## config.mk

```make
export PLATFORM = sky130hd
export DESIGN_NAME = rsq_core
export DESIGN_NICKNAME = d
export VERILOG_FILES = /design/src/rsq_pkg.sv /design/src/rsq_core.sv
export VERILOG_INCLUDE_DIRS = /design/src
export SDC_FILE = /design/constraint.sdc
export NUM_CORES = 2
export LEC_CHECK = 0
export ABC_CLOCK_PERIOD_IN_PS = 160100
export BUFFER_PORTS_ARGS = -buffer_cell sky130_fd_sc_hd__buf_2
export CORE_MARGIN = 4
export CORE_UTILIZATION = 60
export DETAILED_ROUTE_END_ITERATION = 10
export PLACE_DENSITY = 0.84
export SLEW_MARGIN = 20
export SYNTH_ARGS = -nofsm -noshare
export SYNTH_HDL_FRONTEND = slang
export SYNTH_SLANG_ARGS = --single-unit
```

## constraint.sdc

```tcl
create_clock -name pclk -period 160.1 [get_ports pclk]
set_input_delay 24.015 -clock pclk [delete_from_list [all_inputs] [get_ports pclk]]
set_output_delay 24.015 -clock pclk [all_outputs]
set_load 0.02 [all_outputs]
```

## src/rsq_map.svh

```systemverilog
// Constants for the regulator start-up and temperature compensation core.
`ifndef RSQ_MAP_SVH
`define RSQ_MAP_SVH
// Register byte offsets.
`define RSQ_OFF_CTRL        12'h000
`define RSQ_OFF_STATUS      12'h004
`define RSQ_OFF_INPUT_UNDERVOLTAGE_LOCKOUT        12'h008
`define RSQ_OFF_TCOMP       12'h00c
`define RSQ_OFF_DCR         12'h010
`define RSQ_OFF_SEQ0        12'h014
`define RSQ_OFF_SEQ1        12'h018
`define RSQ_OFF_TEMP        12'h01c
`define RSQ_OFF_CUR         12'h020
`define RSQ_OFF_INCAL       12'h024
`define RSQ_OFF_INPWR       12'h028
`define RSQ_OFF_PROFILE     12'h02c
`define RSQ_OFF_SAVE        12'h030
// Field positions.
`define RSQ_CTRL_DROOP0     0
`define RSQ_CTRL_DROOP1     1
`define RSQ_STAT_SHDN       0
`define RSQ_STAT_R0ACT      1
`define RSQ_STAT_R1ACT      2
`define RSQ_STAT_PROF_LSB   4
`define RSQ_STAT_SAVES_LSB  8
// Reset values.
`define RSQ_RST_INPUT_UNDERVOLTAGE_LOCKOUT        16'h0100
`define RSQ_RST_GAIN        16'h0100
`define RSQ_RST_OFFSET      16'h0000
`define RSQ_RST_DCR25       16'h1000
`define RSQ_RST_SEQ         32'h0000_0000
// Timing and arithmetic.
`define RSQ_CLK_MHZ         125
`define RSQ_INIT_US         200
`define RSQ_INIT_CYC        (`RSQ_INIT_US * `RSQ_CLK_MHZ)
`define RSQ_TC_PPM          3900
`define RSQ_REF_DEGC        25
`define RSQ_MAX_SAVES       8
`endif

```

## src/rsq_pkg.sv

```systemverilog
// Types for the regulator start-up and temperature compensation core.
`default_nettype none
package rsq_pkg;
    typedef enum logic [2:0] {
        RSQ_POR, RSQ_LOAD, RSQ_UVWAIT, RSQ_READY
    } rsq_top_type;
    typedef enum logic [2:0] {
        RSQ_OFF, RSQ_INIT, RSQ_DELAY, RSQ_RAMPUP, RSQ_ON, RSQ_RAMPDN
    } rsq_rail_type;
endpackage
`default_nettype wire

```

## src/rsq_core.sv

```systemverilog
// Start-up sequencer, temperature handling and current compensation core.
//
// The implementer's own choices: the APB register port and the placing of the registers.
`include "rsq_map.svh"
`default_nettype none
// Operation
// - Each rail reports the hottest stage reading on its temperature input.
// - Rail 0 stages use the first input, rail 1 stages the second.
// - Die temperature is measured and readable as telemetry.
// - Temperatures feed telemetry and, for rail 0 only, current compensation.
// - Winding temperature equals gain times sensor temperature plus offset.
// - Corrected resistance is nominal times one plus 3900 ppm times (T minus 25).
// - Phase current is computed with the corrected winding resistance.
// - Input current synthesized with offset and gain; power from current and voltage.
// - After power-on the core regulator starts, checks run, profile and limits load.
// - Shutdown state entered only once supply good and input above INPUT_UNDERVOLTAGE_LOCKOUT threshold.
// - From shutdown, a rail goes active and soft-starts when its enable asks.
// - In shutdown all phase modulation outputs are released to high impedance.
// - Soft-start delay runs from enable to expiry, then the programmed ramp follows.
// - Ramp-up, ramp-down and delay are set independently per rail.
// - About 200 microseconds of initialisation precede each ramp-up; a ramp-down starts without it.
// - A zero ramp setting steps the target at once.
// - Eight profiles 0 to 7; load the one named by the select resistor.
// - AC feedback holds output flat; droop follows the programmed resistance.
// - Latest save per identifier is loaded; at most eight saves total.
module rsq_core #(
    parameter int INIT_CYC = `RSQ_INIT_CYC,
    parameter int NPH = 7
) (
    input wire logic pclk,
    input wire logic presetn,
    input wire logic psel,
    input wire logic penable,
    input wire logic pwrite,
    input wire logic [11:0] paddr,
    input wire logic [31:0] pwdata,
    output logic [31:0] prdata,
    output logic pready,
    output logic pslverr,
    input wire logic supply_good,
    input wire logic [15:0] input_voltage_sense_pin,
    input wire logic [2:0] profile_resistor_code,
    input wire logic [1:0] rail_enable_pins,
    input wire logic [15:0] rail0_temp_input_a,
    input wire logic [15:0] rail0_temp_input_b,
    input wire logic [15:0] rail1_temp_input_a,
    input wire logic [15:0] rail1_temp_input_b,
    input wire logic [15:0] die_temp,
    input wire logic [15:0] sensed_phase_voltage,
    output logic internal_core_regulator_en,
    output logic telemetry_en,
    output logic [NPH-1:0] pwm_out,
    output logic [NPH-1:0] pwm_oe,
    output logic [15:0] rail0_target,
    output logic [15:0] rail1_target,
    output logic [1:0] rail_feedback_droop
);
    import rsq_pkg::*;

    // =====================================================================
    // State
    typedef struct packed {
        rsq_top_type top;
        logic [2:0] sync1_code;
        logic [2:0] sync2_code;
        logic [1:0] sync1_en;
        logic [1:0] sync2_en;
        logic [1:0] sync1_sup;
        logic [1:0] sync2_sup;
        logic [2:0] prof_id;
        logic [3:0] saves;
        logic [7:0] saved_mask;
        logic [15:0] input_undervoltage_lockout;
        logic [15:0] gain;
        logic [15:0] offset;
        logic [15:0] dcr25;
        logic [15:0] winding_resistance_corrected;
        logic [15:0] inc_gain;
        logic [15:0] inc_off;
        logic [31:0] inpwr;
        logic [15:0] cur;
        logic [1:0] droop;
        logic [63:0] seq;
        rsq_rail_type [1:0] rail;
        logic [1:0][31:0] cnt;
        logic [1:0][15:0] target;
        logic [15:0] t0;
        logic [15:0] t1;
        logic [15:0] tdie;
        logic [31:0] rdata;
        logic ready;
        logic pwm_drive;
    } rsq_state_type;

    rsq_state_type s_q, s_d;

    // =====================================================================
    // Helpers
    function automatic logic [15:0] tmax(input logic [15:0] a, input logic [15:0] b);
        tmax = ($signed(a) > $signed(b)) ? a : b;
    endfunction

    function automatic logic [15:0] qmul(input logic [15:0] a, input logic [15:0] b);
        logic [31:0] p;
        p = 32'($signed(a) * $signed(b));
        qmul = p[23:8];
    endfunction

    // Fixed table from the select resistor bin to a profile identifier.
    function automatic logic [2:0] code_to_id(input logic [2:0] c);
        logic [2:0] id;
        id = 3'h0;
        unique case (c)
            3'h0: id = 3'h1;
            3'h1: id = 3'h2;
            3'h2: id = 3'h3;
            3'h3: id = 3'h4;
            3'h4: id = 3'h5;
            3'h5: id = 3'h6;
            3'h6: id = 3'h7;
            3'h7: id = 3'h0;
        endcase
        code_to_id = id;
    endfunction

    logic [15:0] twind;
    logic [31:0] dcr_prod;
    logic [15:0] dtemp;
    logic acc_w;
    logic acc_r;

    assign acc_w = psel && penable && pwrite;
    assign acc_r = psel && penable && !pwrite;

    // =====================================================================
    // Next state
    always_comb begin
        s_d = s_q;
        s_d.sync1_code = profile_resistor_code;
        s_d.sync2_code = s_q.sync1_code;
        s_d.sync1_en = rail_enable_pins;
        s_d.sync2_en = s_q.sync1_en;
        s_d.sync1_sup = {1'b0, supply_good};
        s_d.sync2_sup = s_q.sync1_sup;
        s_d.ready = psel && penable && !s_q.ready;
        // Temperatures are always live so telemetry and current compensation see them.
        s_d.t0 = tmax(rail0_temp_input_a, rail0_temp_input_b);
        s_d.t1 = tmax(rail1_temp_input_a, rail1_temp_input_b);
        s_d.tdie = die_temp;
        twind = 16'(qmul(s_q.gain, s_q.t0) + s_q.offset);
        dtemp = 16'(twind - 16'(`RSQ_REF_DEGC << 8));
        dcr_prod = 32'($signed(dtemp) * 32'sd`RSQ_TC_PPM);
        // Q8.8 degrees times ppm over a million is the Q8.8 change; the nominal stays unsigned.
        dcr_prod = 32'(16'($signed(dcr_prod) / 32'sd1000000));
        dcr_prod = 32'($signed({16'h0, s_q.dcr25}) * $signed(dcr_prod[15:0]));
        s_d.winding_resistance_corrected = 16'(s_q.dcr25 + dcr_prod[23:8]);
        s_d.cur = 16'(({16'h0, sensed_phase_voltage} << 8)
            / {16'h0, (s_q.winding_resistance_corrected == 16'h0) ? 16'h1 : s_q.winding_resistance_corrected});
        s_d.inpwr = 32'(qmul(s_q.cur, s_q.inc_gain) + s_q.inc_off)
            * 32'(input_voltage_sense_pin);

        unique case (s_q.top)
            RSQ_POR: if (s_q.sync2_sup[0]) begin
                s_d.top = RSQ_LOAD;
            end
            RSQ_LOAD: begin
                // Identifier is fixed once here so a pin glitch later cannot swap profiles.
                s_d.prof_id = code_to_id(s_q.sync2_code);
                s_d.top = RSQ_UVWAIT;
            end
            RSQ_UVWAIT: if (input_voltage_sense_pin >= s_q.input_undervoltage_lockout && s_q.sync2_sup[0]) begin
                s_d.top = RSQ_READY;
            end
            RSQ_READY: if (!s_q.sync2_sup[0]) begin
                s_d.top = RSQ_POR;
            end
        endcase

        for (int r = 0; r < 2; r++) begin
            logic [15:0] dly;
            logic [7:0] up;
            logic [7:0] dn;
            dly = s_q.seq[r*32 +: 16];
            up = s_q.seq[r*32+16 +: 8];
            dn = s_q.seq[r*32+24 +: 8];
            if (s_q.top != RSQ_READY) begin
                s_d.rail[r] = RSQ_OFF;
                s_d.target[r] = 16'h0;
                s_d.cnt[r] = 32'h0;
            end else begin
                unique case (s_q.rail[r])
                    RSQ_OFF: if (s_q.sync2_en[r]) begin
                        s_d.rail[r] = RSQ_DELAY;
                        s_d.cnt[r] = 32'h0;
                    end
                    RSQ_DELAY: begin
                        s_d.cnt[r] = s_q.cnt[r] + 32'h1;
                        if (!s_q.sync2_en[r]) s_d.rail[r] = RSQ_RAMPDN;
                        else if (s_q.cnt[r] >= 32'(dly) * 32'd`RSQ_CLK_MHZ) begin
                            s_d.rail[r] = RSQ_INIT;
                            s_d.cnt[r] = 32'h0;
                        end
                    end
                    RSQ_INIT: begin
                        s_d.cnt[r] = s_q.cnt[r] + 32'h1;
                        if (!s_q.sync2_en[r]) s_d.rail[r] = RSQ_RAMPDN;
                        else if (s_q.cnt[r] >= 32'(INIT_CYC - 1)) begin
                            s_d.rail[r] = RSQ_RAMPUP;
                            s_d.cnt[r] = 32'h0;
                        end
                    end
                    RSQ_RAMPUP: begin
                        s_d.cnt[r] = s_q.cnt[r] + 32'h1;
                        if (!s_q.sync2_en[r]) s_d.rail[r] = RSQ_RAMPDN;
                        else if (up == 8'h0 || s_q.target[r] == 16'hffff) begin
                            s_d.target[r] = 16'hffff;
                            s_d.rail[r] = RSQ_ON;
                        end else if (s_q.cnt[r][7:0] >= up) begin
                            s_d.target[r] = s_q.target[r] + 16'h1;
                            s_d.cnt[r] = 32'h0;
                        end
                    end
                    RSQ_ON: if (!s_q.sync2_en[r]) begin
                        s_d.rail[r] = RSQ_RAMPDN;
                        s_d.cnt[r] = 32'h0;
                    end
                    RSQ_RAMPDN: begin
                        s_d.cnt[r] = s_q.cnt[r] + 32'h1;
                        if (s_q.sync2_en[r]) s_d.rail[r] = RSQ_OFF;
                        else if (dn == 8'h0 || s_q.target[r] == 16'h0) begin
                            s_d.target[r] = 16'h0;
                            s_d.rail[r] = RSQ_OFF;
                        end else if (s_q.cnt[r][7:0] >= dn) begin
                            s_d.target[r] = s_q.target[r] - 16'h1;
                            s_d.cnt[r] = 32'h0;
                        end
                    end
                endcase
            end
        end
        // PWM is driven only while some rail has left the off state.
        s_d.pwm_drive = (s_q.top == RSQ_READY)
            && (s_q.rail[0] != RSQ_OFF || s_q.rail[1] != RSQ_OFF);

        if (acc_w && s_q.ready) begin
            unique case (paddr)
                `RSQ_OFF_CTRL: s_d.droop = pwdata[1:0];
                `RSQ_OFF_INPUT_UNDERVOLTAGE_LOCKOUT: s_d.input_undervoltage_lockout = pwdata[15:0];
                `RSQ_OFF_TCOMP: begin
                    s_d.gain = pwdata[15:0];
                    s_d.offset = pwdata[31:16];
                end
                `RSQ_OFF_DCR: s_d.dcr25 = pwdata[15:0];
                `RSQ_OFF_SEQ0: s_d.seq[31:0] = pwdata;
                `RSQ_OFF_SEQ1: s_d.seq[63:32] = pwdata;
                `RSQ_OFF_INCAL: begin
                    s_d.inc_gain = pwdata[15:0];
                    s_d.inc_off = pwdata[31:16];
                end
                `RSQ_OFF_SAVE: if (s_q.saves < 4'(`RSQ_MAX_SAVES)) begin
                    s_d.saves = s_q.saves + 4'h1;
                    s_d.saved_mask[pwdata[2:0]] = 1'b1;
                end
                default: ;
            endcase
        end
        s_d.rdata = 32'h0;
        if (acc_r && !s_q.ready) begin
            unique case (paddr)
                `RSQ_OFF_CTRL: s_d.rdata = {30'h0, s_q.droop};
                `RSQ_OFF_STATUS: begin
                    s_d.rdata[`RSQ_STAT_SHDN] = s_q.top == RSQ_READY;
                    s_d.rdata[`RSQ_STAT_R0ACT] = s_q.rail[0] != RSQ_OFF;
                    s_d.rdata[`RSQ_STAT_R1ACT] = s_q.rail[1] != RSQ_OFF;
                    s_d.rdata[`RSQ_STAT_PROF_LSB +: 3] = s_q.prof_id;
                    s_d.rdata[`RSQ_STAT_SAVES_LSB +: 4] = s_q.saves;
                end
                `RSQ_OFF_INPUT_UNDERVOLTAGE_LOCKOUT: s_d.rdata = {16'h0, s_q.input_undervoltage_lockout};
                `RSQ_OFF_TCOMP: s_d.rdata = {s_q.offset, s_q.gain};
                `RSQ_OFF_DCR: s_d.rdata = {s_q.winding_resistance_corrected, s_q.dcr25};
                `RSQ_OFF_SEQ0: s_d.rdata = s_q.seq[31:0];
                `RSQ_OFF_SEQ1: s_d.rdata = s_q.seq[63:32];
                `RSQ_OFF_TEMP: s_d.rdata = {s_q.t1, s_q.t0};
                `RSQ_OFF_CUR: s_d.rdata = {s_q.tdie, s_q.cur};
                `RSQ_OFF_INCAL: s_d.rdata = {s_q.inc_off, s_q.inc_gain};
                `RSQ_OFF_INPWR: s_d.rdata = s_q.inpwr;
                `RSQ_OFF_PROFILE: s_d.rdata = {21'h0, s_q.saved_mask, s_q.prof_id};
                default: s_d.rdata = 32'h0;
            endcase
        end
    end

    // =====================================================================
    // Registers
    always_ff @(posedge pclk or negedge presetn) begin
        if (!presetn) begin
            s_q <= '0;
            s_q.top <= RSQ_POR;
            s_q.rail <= {RSQ_OFF, RSQ_OFF};
            s_q.input_undervoltage_lockout <= `RSQ_RST_INPUT_UNDERVOLTAGE_LOCKOUT;
            s_q.gain <= `RSQ_RST_GAIN;
            s_q.offset <= `RSQ_RST_OFFSET;
            s_q.dcr25 <= `RSQ_RST_DCR25;
            s_q.winding_resistance_corrected <= `RSQ_RST_DCR25;
            s_q.inc_gain <= `RSQ_RST_GAIN;
            s_q.seq <= {`RSQ_RST_SEQ, `RSQ_RST_SEQ};
        end else begin
            s_q <= s_d;
        end
    end

    always_ff @(posedge pclk or negedge presetn) begin
        if (!presetn) begin
            internal_core_regulator_en <= 1'b0;
            telemetry_en <= 1'b0;
            pwm_out <= '0;
            pwm_oe <= '0;
            rail0_target <= 16'h0;
            rail1_target <= 16'h0;
            rail_feedback_droop <= 2'h0;
        end else begin
            internal_core_regulator_en <= s_d.top != RSQ_POR;
            telemetry_en <= s_d.top == RSQ_UVWAIT || s_d.top == RSQ_READY;
            pwm_out <= '0;
            pwm_oe <= {NPH{s_d.pwm_drive}};
            rail0_target <= s_d.target[0];
            rail1_target <= s_d.target[1];
            rail_feedback_droop <= s_d.droop;
        end
    end

    assign prdata = s_q.rdata;
    assign pready = s_q.ready;
    assign pslverr = 1'b0;

    // =====================================================================
    // Checks
    property p_shdn_quiet;
        @(posedge pclk) disable iff (!presetn)
            (s_q.top != RSQ_READY) |=> pwm_oe == '0;
    endproperty
    a_shdn_quiet: assert property (p_shdn_quiet) else $error("pwm driven outside ready");

    property p_temp_max;
        @(posedge pclk) disable iff (!presetn)
            1'b1 |=> $signed(s_q.t0) >= $signed($past(rail0_temp_input_a));
    endproperty
    a_temp_max: assert property (p_temp_max) else $error("rail0 temp below stage");

    property p_input_undervoltage_lockout_gate;
        @(posedge pclk) disable iff (!presetn)
            (s_q.top == RSQ_UVWAIT && input_voltage_sense_pin < s_q.input_undervoltage_lockout) |=> s_q.top != RSQ_READY;
    endproperty
    a_input_undervoltage_lockout_gate: assert property (p_input_undervoltage_lockout_gate) else $error("ready below input_undervoltage_lockout");

    property p_off_no_target;
        @(posedge pclk) disable iff (!presetn)
            (s_q.top != RSQ_READY) |=> s_q.target[0] == 16'h0;
    endproperty
    a_off_no_target: assert property (p_off_no_target) else $error("target while not ready");

    property p_init_len;
        @(posedge pclk) disable iff (!presetn)
            (s_q.rail[0] == RSQ_INIT) |-> s_q.cnt[0] < 32'(INIT_CYC);
    endproperty
    a_init_len: assert property (p_init_len) else $error("init overran");

    property p_save_cap;
        @(posedge pclk) disable iff (!presetn)
            s_q.saves <= 4'(`RSQ_MAX_SAVES);
    endproperty
    a_save_cap: assert property (p_save_cap) else $error("too many saves");

    property p_drop_ramp;
        @(posedge pclk) disable iff (!presetn)
            (s_q.rail[0] == RSQ_ON && !s_q.sync2_en[0] && s_q.top == RSQ_READY)
                |=> s_q.rail[0] == RSQ_RAMPDN;
    endproperty
    a_drop_ramp: assert property (p_drop_ramp) else $error("no ramp down");

    property p_profile_fixed;
        @(posedge pclk) disable iff (!presetn)
            (s_q.top == RSQ_READY) |=> $stable(s_q.prof_id);
    endproperty
    a_profile_fixed: assert property (p_profile_fixed) else $error("profile changed");

    property p_apb_one;
        @(posedge pclk) disable iff (!presetn)
            pready |=> !pready;
    endproperty
    a_apb_one: assert property (p_apb_one) else $error("pready held");
endmodule
`default_nettype wire

```

Yosys cells after proc, flatten, opt, wreduce, memory -nomap -nowiden
Memories as Yosys holds them, arrays and structs flattened. A register that Yosys moved wholly into a read port is not among the register bits.
Cells that the tools add are included.
Widths: inputs -> output; s select.
{ "totals": {"regBits": 439, "latch_bits": 0, "input_bits": 167, "n_memories": 1, "ramBits": 0, "output_inout_bits": 84, "mem_bits_ro": 24} }
{ "classes": {"addsub": 11, "reduce_logical": 48, "mux": 84, "bitwise": 1, "order_cmp": 14, "div_mod_pow": 2, "eq_ne": 50, "shifts": 0, "multipliers": 7} }
{ "memory_table": {"columns": ["name", "depth", "width", "read_ports", "rd_clocked_by_memory_dff", "write_ports", "line_no", "text"], "rows": [
  ["(name not given)", 8, 3, 1, 1, 0, "rsq_core.sv:113", "unique case (c)"]
]} }
{ "ops": {"columns": ["op", "n"], "rows": [
  ["$mux 32", 27],
  ["$pmux 32 s6", 2],
  ["$mux 16", 17],
  ["$pmux 20 s9", 1],
  ["$mux 3", 25],
  ["$add 32x1->32 const B", 2],
  ["$ge 32x15->1 const B", 2],
  ["$ge 32x23->1", 2],
  ["$pmux 16 s2", 2],
  ["$eq 12x6->1 const B", 5],
  ["$eq 12x5->1 const B", 4],
  ["$logic_not 16->1", 3],
  ["$mul 16x16->24", 2],
  ["$ne 4x4->1 const B", 12],
  ["$mul 16x7->23 const B", 2],
  ["$pmux 4 s11", 1],
  ["$pmux 3 s12", 1],
  ["$pmux 3 s6", 2],
  ["$pmux 3 s11", 1],
  ["$add 16x1->16 const B", 2],
  ["$add 16x16->16", 2],
  ["$div 24x16->32", 1],
  ["$div 32x21->32 const B", 1],
  ["$eq 16x16->1 const B", 2],
  ["36 further kinds", 96]
]} }

Depth between registers and ports, before layout
{ "logic_depth": {"depth_word": 7, "mapped_depth": 520, "mapped_depth_nobuf": 480} }

Worst setup path before layout
No wires, ideal clock.
{ "synth_timing": {"path_kind": "input port to flip-flop", "from": "in sensed_phase_voltage[15]", "to": "reg s_q[250] in the netlist's numbering", "path_slack_ns": 53.619, "cell_stages": 455, "t_required_ns": 159.971, "arrival_time_ns": 106.352, "n_path_buf": 49, "path_cell_list": "clkbuf_1 ha_1 o21a_1 o21a_1 o21a_1 o21a_1 o21a_1 o211ai_1 a21o_1 buf_1 mux2i_1 ha_1 o21a_1 o21a_1 o21a_1 o21a_1 o21ai_1 a21oi_1 [... 419 more ...] inv_2 buf_6 mux2_1 ha_1 nor2b_1 o21ai_0 nand2b_1 a21oi_1 nor2b_1 o21ai_0 nand2b_1 a21oi_1 nand2_1 a2111oi_0 o2111ai_1 nor4_1 o2111ai_1 a2111o_1"} }
{ "synth_lines": {"columns": ["element", "line_no", "text"], "rows": [
  ["start: declaration", "rsq_core.sv:49", "input wire logic [15:0] sensed_phase_voltage,"],
  ["end: declaration", "rsq_core.sv:95", "rsq_state_type s_q, s_d;"]
]} }

==> out/qor.txt <==
Final ANT Viol Nets -> 0
Period Utilization, post-route -> 72.2%
Die ar. -> 165000 µm²
Cell with the most instances after synthesis -> inv_1
Outcome -> finished clean
Number of setup buffers added after CTS -> 0
Die Ht -> 406 µm
DR vias/cell -> 6.45
Max Transition Viols Final -> 0
Root Buffer -> clkbuf_16
Share of layout cells above drive strength 1 -> 7.89%
CP Buf/Inv Count -> 19
Worst slack, placed -> 45.39 ns
Top cells by area, synth -> fa_1, ha_1, dfrtp_1, inv_1, nand2_1
CP Launch Type -> input pin
Cells after Synth -> 11500
Post-CTS Resized -> 0
Routed wire length -> 294000 µm
CP arrival -> 116.12 ns
Clk buf depth -> 3
Area grow syn2layout -> 4.64%
RSZ-0062 raised after global routing -> no
Clk Latency, worst-skew pair -> 0.71 ns
Vias -> 87100
Largest net degree at the start of global routing -> 116
Detailed placement HPWL -> 230000 µm
Placement Cell Area -> 97400 µm²
H-tree Lvls -> 2
Final nets -> 13600
PortBufs -> 242
DR WL/cell -> 21.8 µm
EDFF count, synth -> 0
Post-synth top area share -> 20.0%
Clk pin slew, worst setup/hold paths -> 0.08 ns
CTS tree -> built
Synth cell types -> 135
Seq/Total Area, Yosys -> 11.7%
Crit path kind -> in -> reg
First DRT Iteration DRCs -> 8705
Post-synthesis async set-or-reset flop share -> 100%
Worst setup margin -> 44.55 ns
Clock skew -> 0.0922 ns
Post-Syn Area -> 94900 µm²
Number of global-route vias before repair -> 87400
Clock Sinks -> 442
Post-synthesis register bit count -> 442
Fin Hold WS -> 0.351 ns
Crit-path most repeated cell -> o21a_1
DIE WIDTH -> 406 µm
Max-cap violations -> 0
Cts hold-fix bufs -> 0
Top_reg_cell synth -> dfrtp_1
Crit path time final -> 115.55 ns
GRT Total Usage -> 35.3%
Total core area -> 157000 µm²
Number of remaining DRC errors -> 0
Post-synth top area cell -> fa_1
CP max stage delay -> 0.85 ns
Starting Density -> 60.5%
Final Hold Fails -> 0
Ports -> 251
Setup crit end kind -> flip-flop
Crit path required time -> 160.67 ns
Slowest-stage cell, CP -> a22oi_1
Finished Cell Area -> 99300 µm²
GRT overflow -> 0
Worst hold path class -> reg -> reg
Row count -> 145
Total CTS buffers -> 51
Initial antenna violation count -> 25
Worst rel slew slack -> 18.6%
Ys Warns -> 0
Commonest cells in the netlist -> inv_1, nand2_1, ha_1
TritonRoute pass-1 iters -> 10
Setup violators final -> 0
Highest fanout seen on the critical path -> 35
Avg Cell Area, Syn -> 8.27 µm²
Crit-path leading delay family -> compound AO/OA/AOI/OAI gates
Wire length of the first global-routing pass -> 469000 µm
Fmax -> 8.65 MHz
Setup_tns -> 0 ns
Placer congestion estimate -> 1.02
Worst Tran Pin Value -> 1.21 ns
==> through the flow <==
stage          std cells  utilization [%]
3_5_place_dp       13400             62.2
6_report           13500             63.3
4_1_cts            13500             63.3
5_1_grt            13500             63.3
2_1_floorplan      11500                -
3_3_place_gp       13400             62.1
==> registers in the layout, summed over array words and instances, names as in the netlist <==
register and flops:
s_d 6, rail_feedback_droop 2, s_q 366, pwm_oe 1, telemetry_en 1, prdata 32
pready 1, internal_core_regulator_en 1, rail1_target 16, rail0_target 16
==> layout make-up <==
| type | instances | area, µm² |
|---|---|---|
| sequential | 442 | 11100 |
| antenna | 17 | 42.5 |
| clock inverter | 28 | 352 |
| tap | 2058 | 2570 |
| timing repair buffer | 360 | 2130 |
| fill | 12900 | 57500 |
| multi-input combinational | 9122 | 76400 |
| inverter | 1408 | 5290 |
| clock buffer | 66 | 1410 |
==> layout by cell type, fill, tap and decap left out, types with 27 or more instances in the layout <==
master / netlist / layout
a211o_1: 38 / 38
a211oi_1: 89 / 89
a21o_1: 168 / 168
a21oi_1: 589 / 589
a221oi_1: 57 / 57
a22o_1: 44 / 44
a22oi_1: 59 / 59
a31oi_1: 98 / 98
and2_1: 424 / 424
and3_1: 113 / 112
and4_1: 36 / 36
buf_2: 33 / 241
buf_4: 86 / 116
clkbuf_16: 0 / 51
dfrtp_1: 437 / 437
fa_1: 948 / 948
ha_1: 1065 / 1065
inv_1: 1397 / 1396
mux2_2: 196 / 196
mux2i_1: 64 / 64
nand2_1: 1090 / 1090
nand2b_1: 201 / 201
nand3_1: 163 / 163
nand4_1: 101 / 101
nor2_1: 658 / 648
nor2b_1: 105 / 105
nor3_1: 350 / 343
nor4_1: 56 / 56
o211ai_1: 86 / 86
o21a_1: 242 / 242
o21ai_0: 586 / 586
o21ai_1: 28 / 27
o21bai_1: 86 / 86
o22ai_1: 27 / 27
o31ai_1: 118 / 118
or2_2: 71 / 71
or3_1: 85 / 85
xnor2_1: 373 / 370
xor2_1: 128 / 123
==> final timing paths <==
| kind | start | to | slack (ns) | depth (start not counted) |
|---|---|---|---|---|
| max in group asynchronous | presetn | s_q[253] | 133.44 | 4 |
| max | sensed_phase_voltage[15] | s_q[250] | 44.55 | 421 |
| min in group asynchronous | presetn | rail0_target[9] | 23.36 | 1 |
| min reg2reg | s_d[430] | s_q[430] | 0.35 | 0 |
| min | s_d[430] | s_q[430] | 0.35 | 0 |
| max reg2reg | s_q[340] | s_q[250] | 55.43 | 465 |
==> routing by layer <==
metal	routed length, µm	global-route usage (%)
met3	29500	7.38
met2	131000	55.6
met1	115000	45.7
met5	92	0
met4	18400	18.9
==> kinds of logic after synthesis <==
logic type,after synthesis,synth area share (%)
buffers and inverters,1928,8.03
other,1,0.00395
adder cells (fa/ha/maj),2014,34.1
flip-flops,442,11.7
multiplexers,265,3.07
AND/OR/NAND/NOR,3596,19.0
AO/OA/AOI/OAI,2725,19.4
XOR/XNOR,506,4.71
==> worst register-to-register path, delay by kind of cell (launching register included) <==
| family | cells | cell delay, ns |
|---|---|---|
| compound gates | 289 | 64.35 |
| fa+ha+maj | 31 | 9.40 |
| buf+inv | 22 | 5.66 |
| flops | 1 | 0.61 |
| mux | 7 | 2.68 |
| simple gates | 116 | 21.89 |
Power is left out: the tool's default activity adds up to more than one toggle a clock period on the data nets, which glitch-free logic cannot reach.
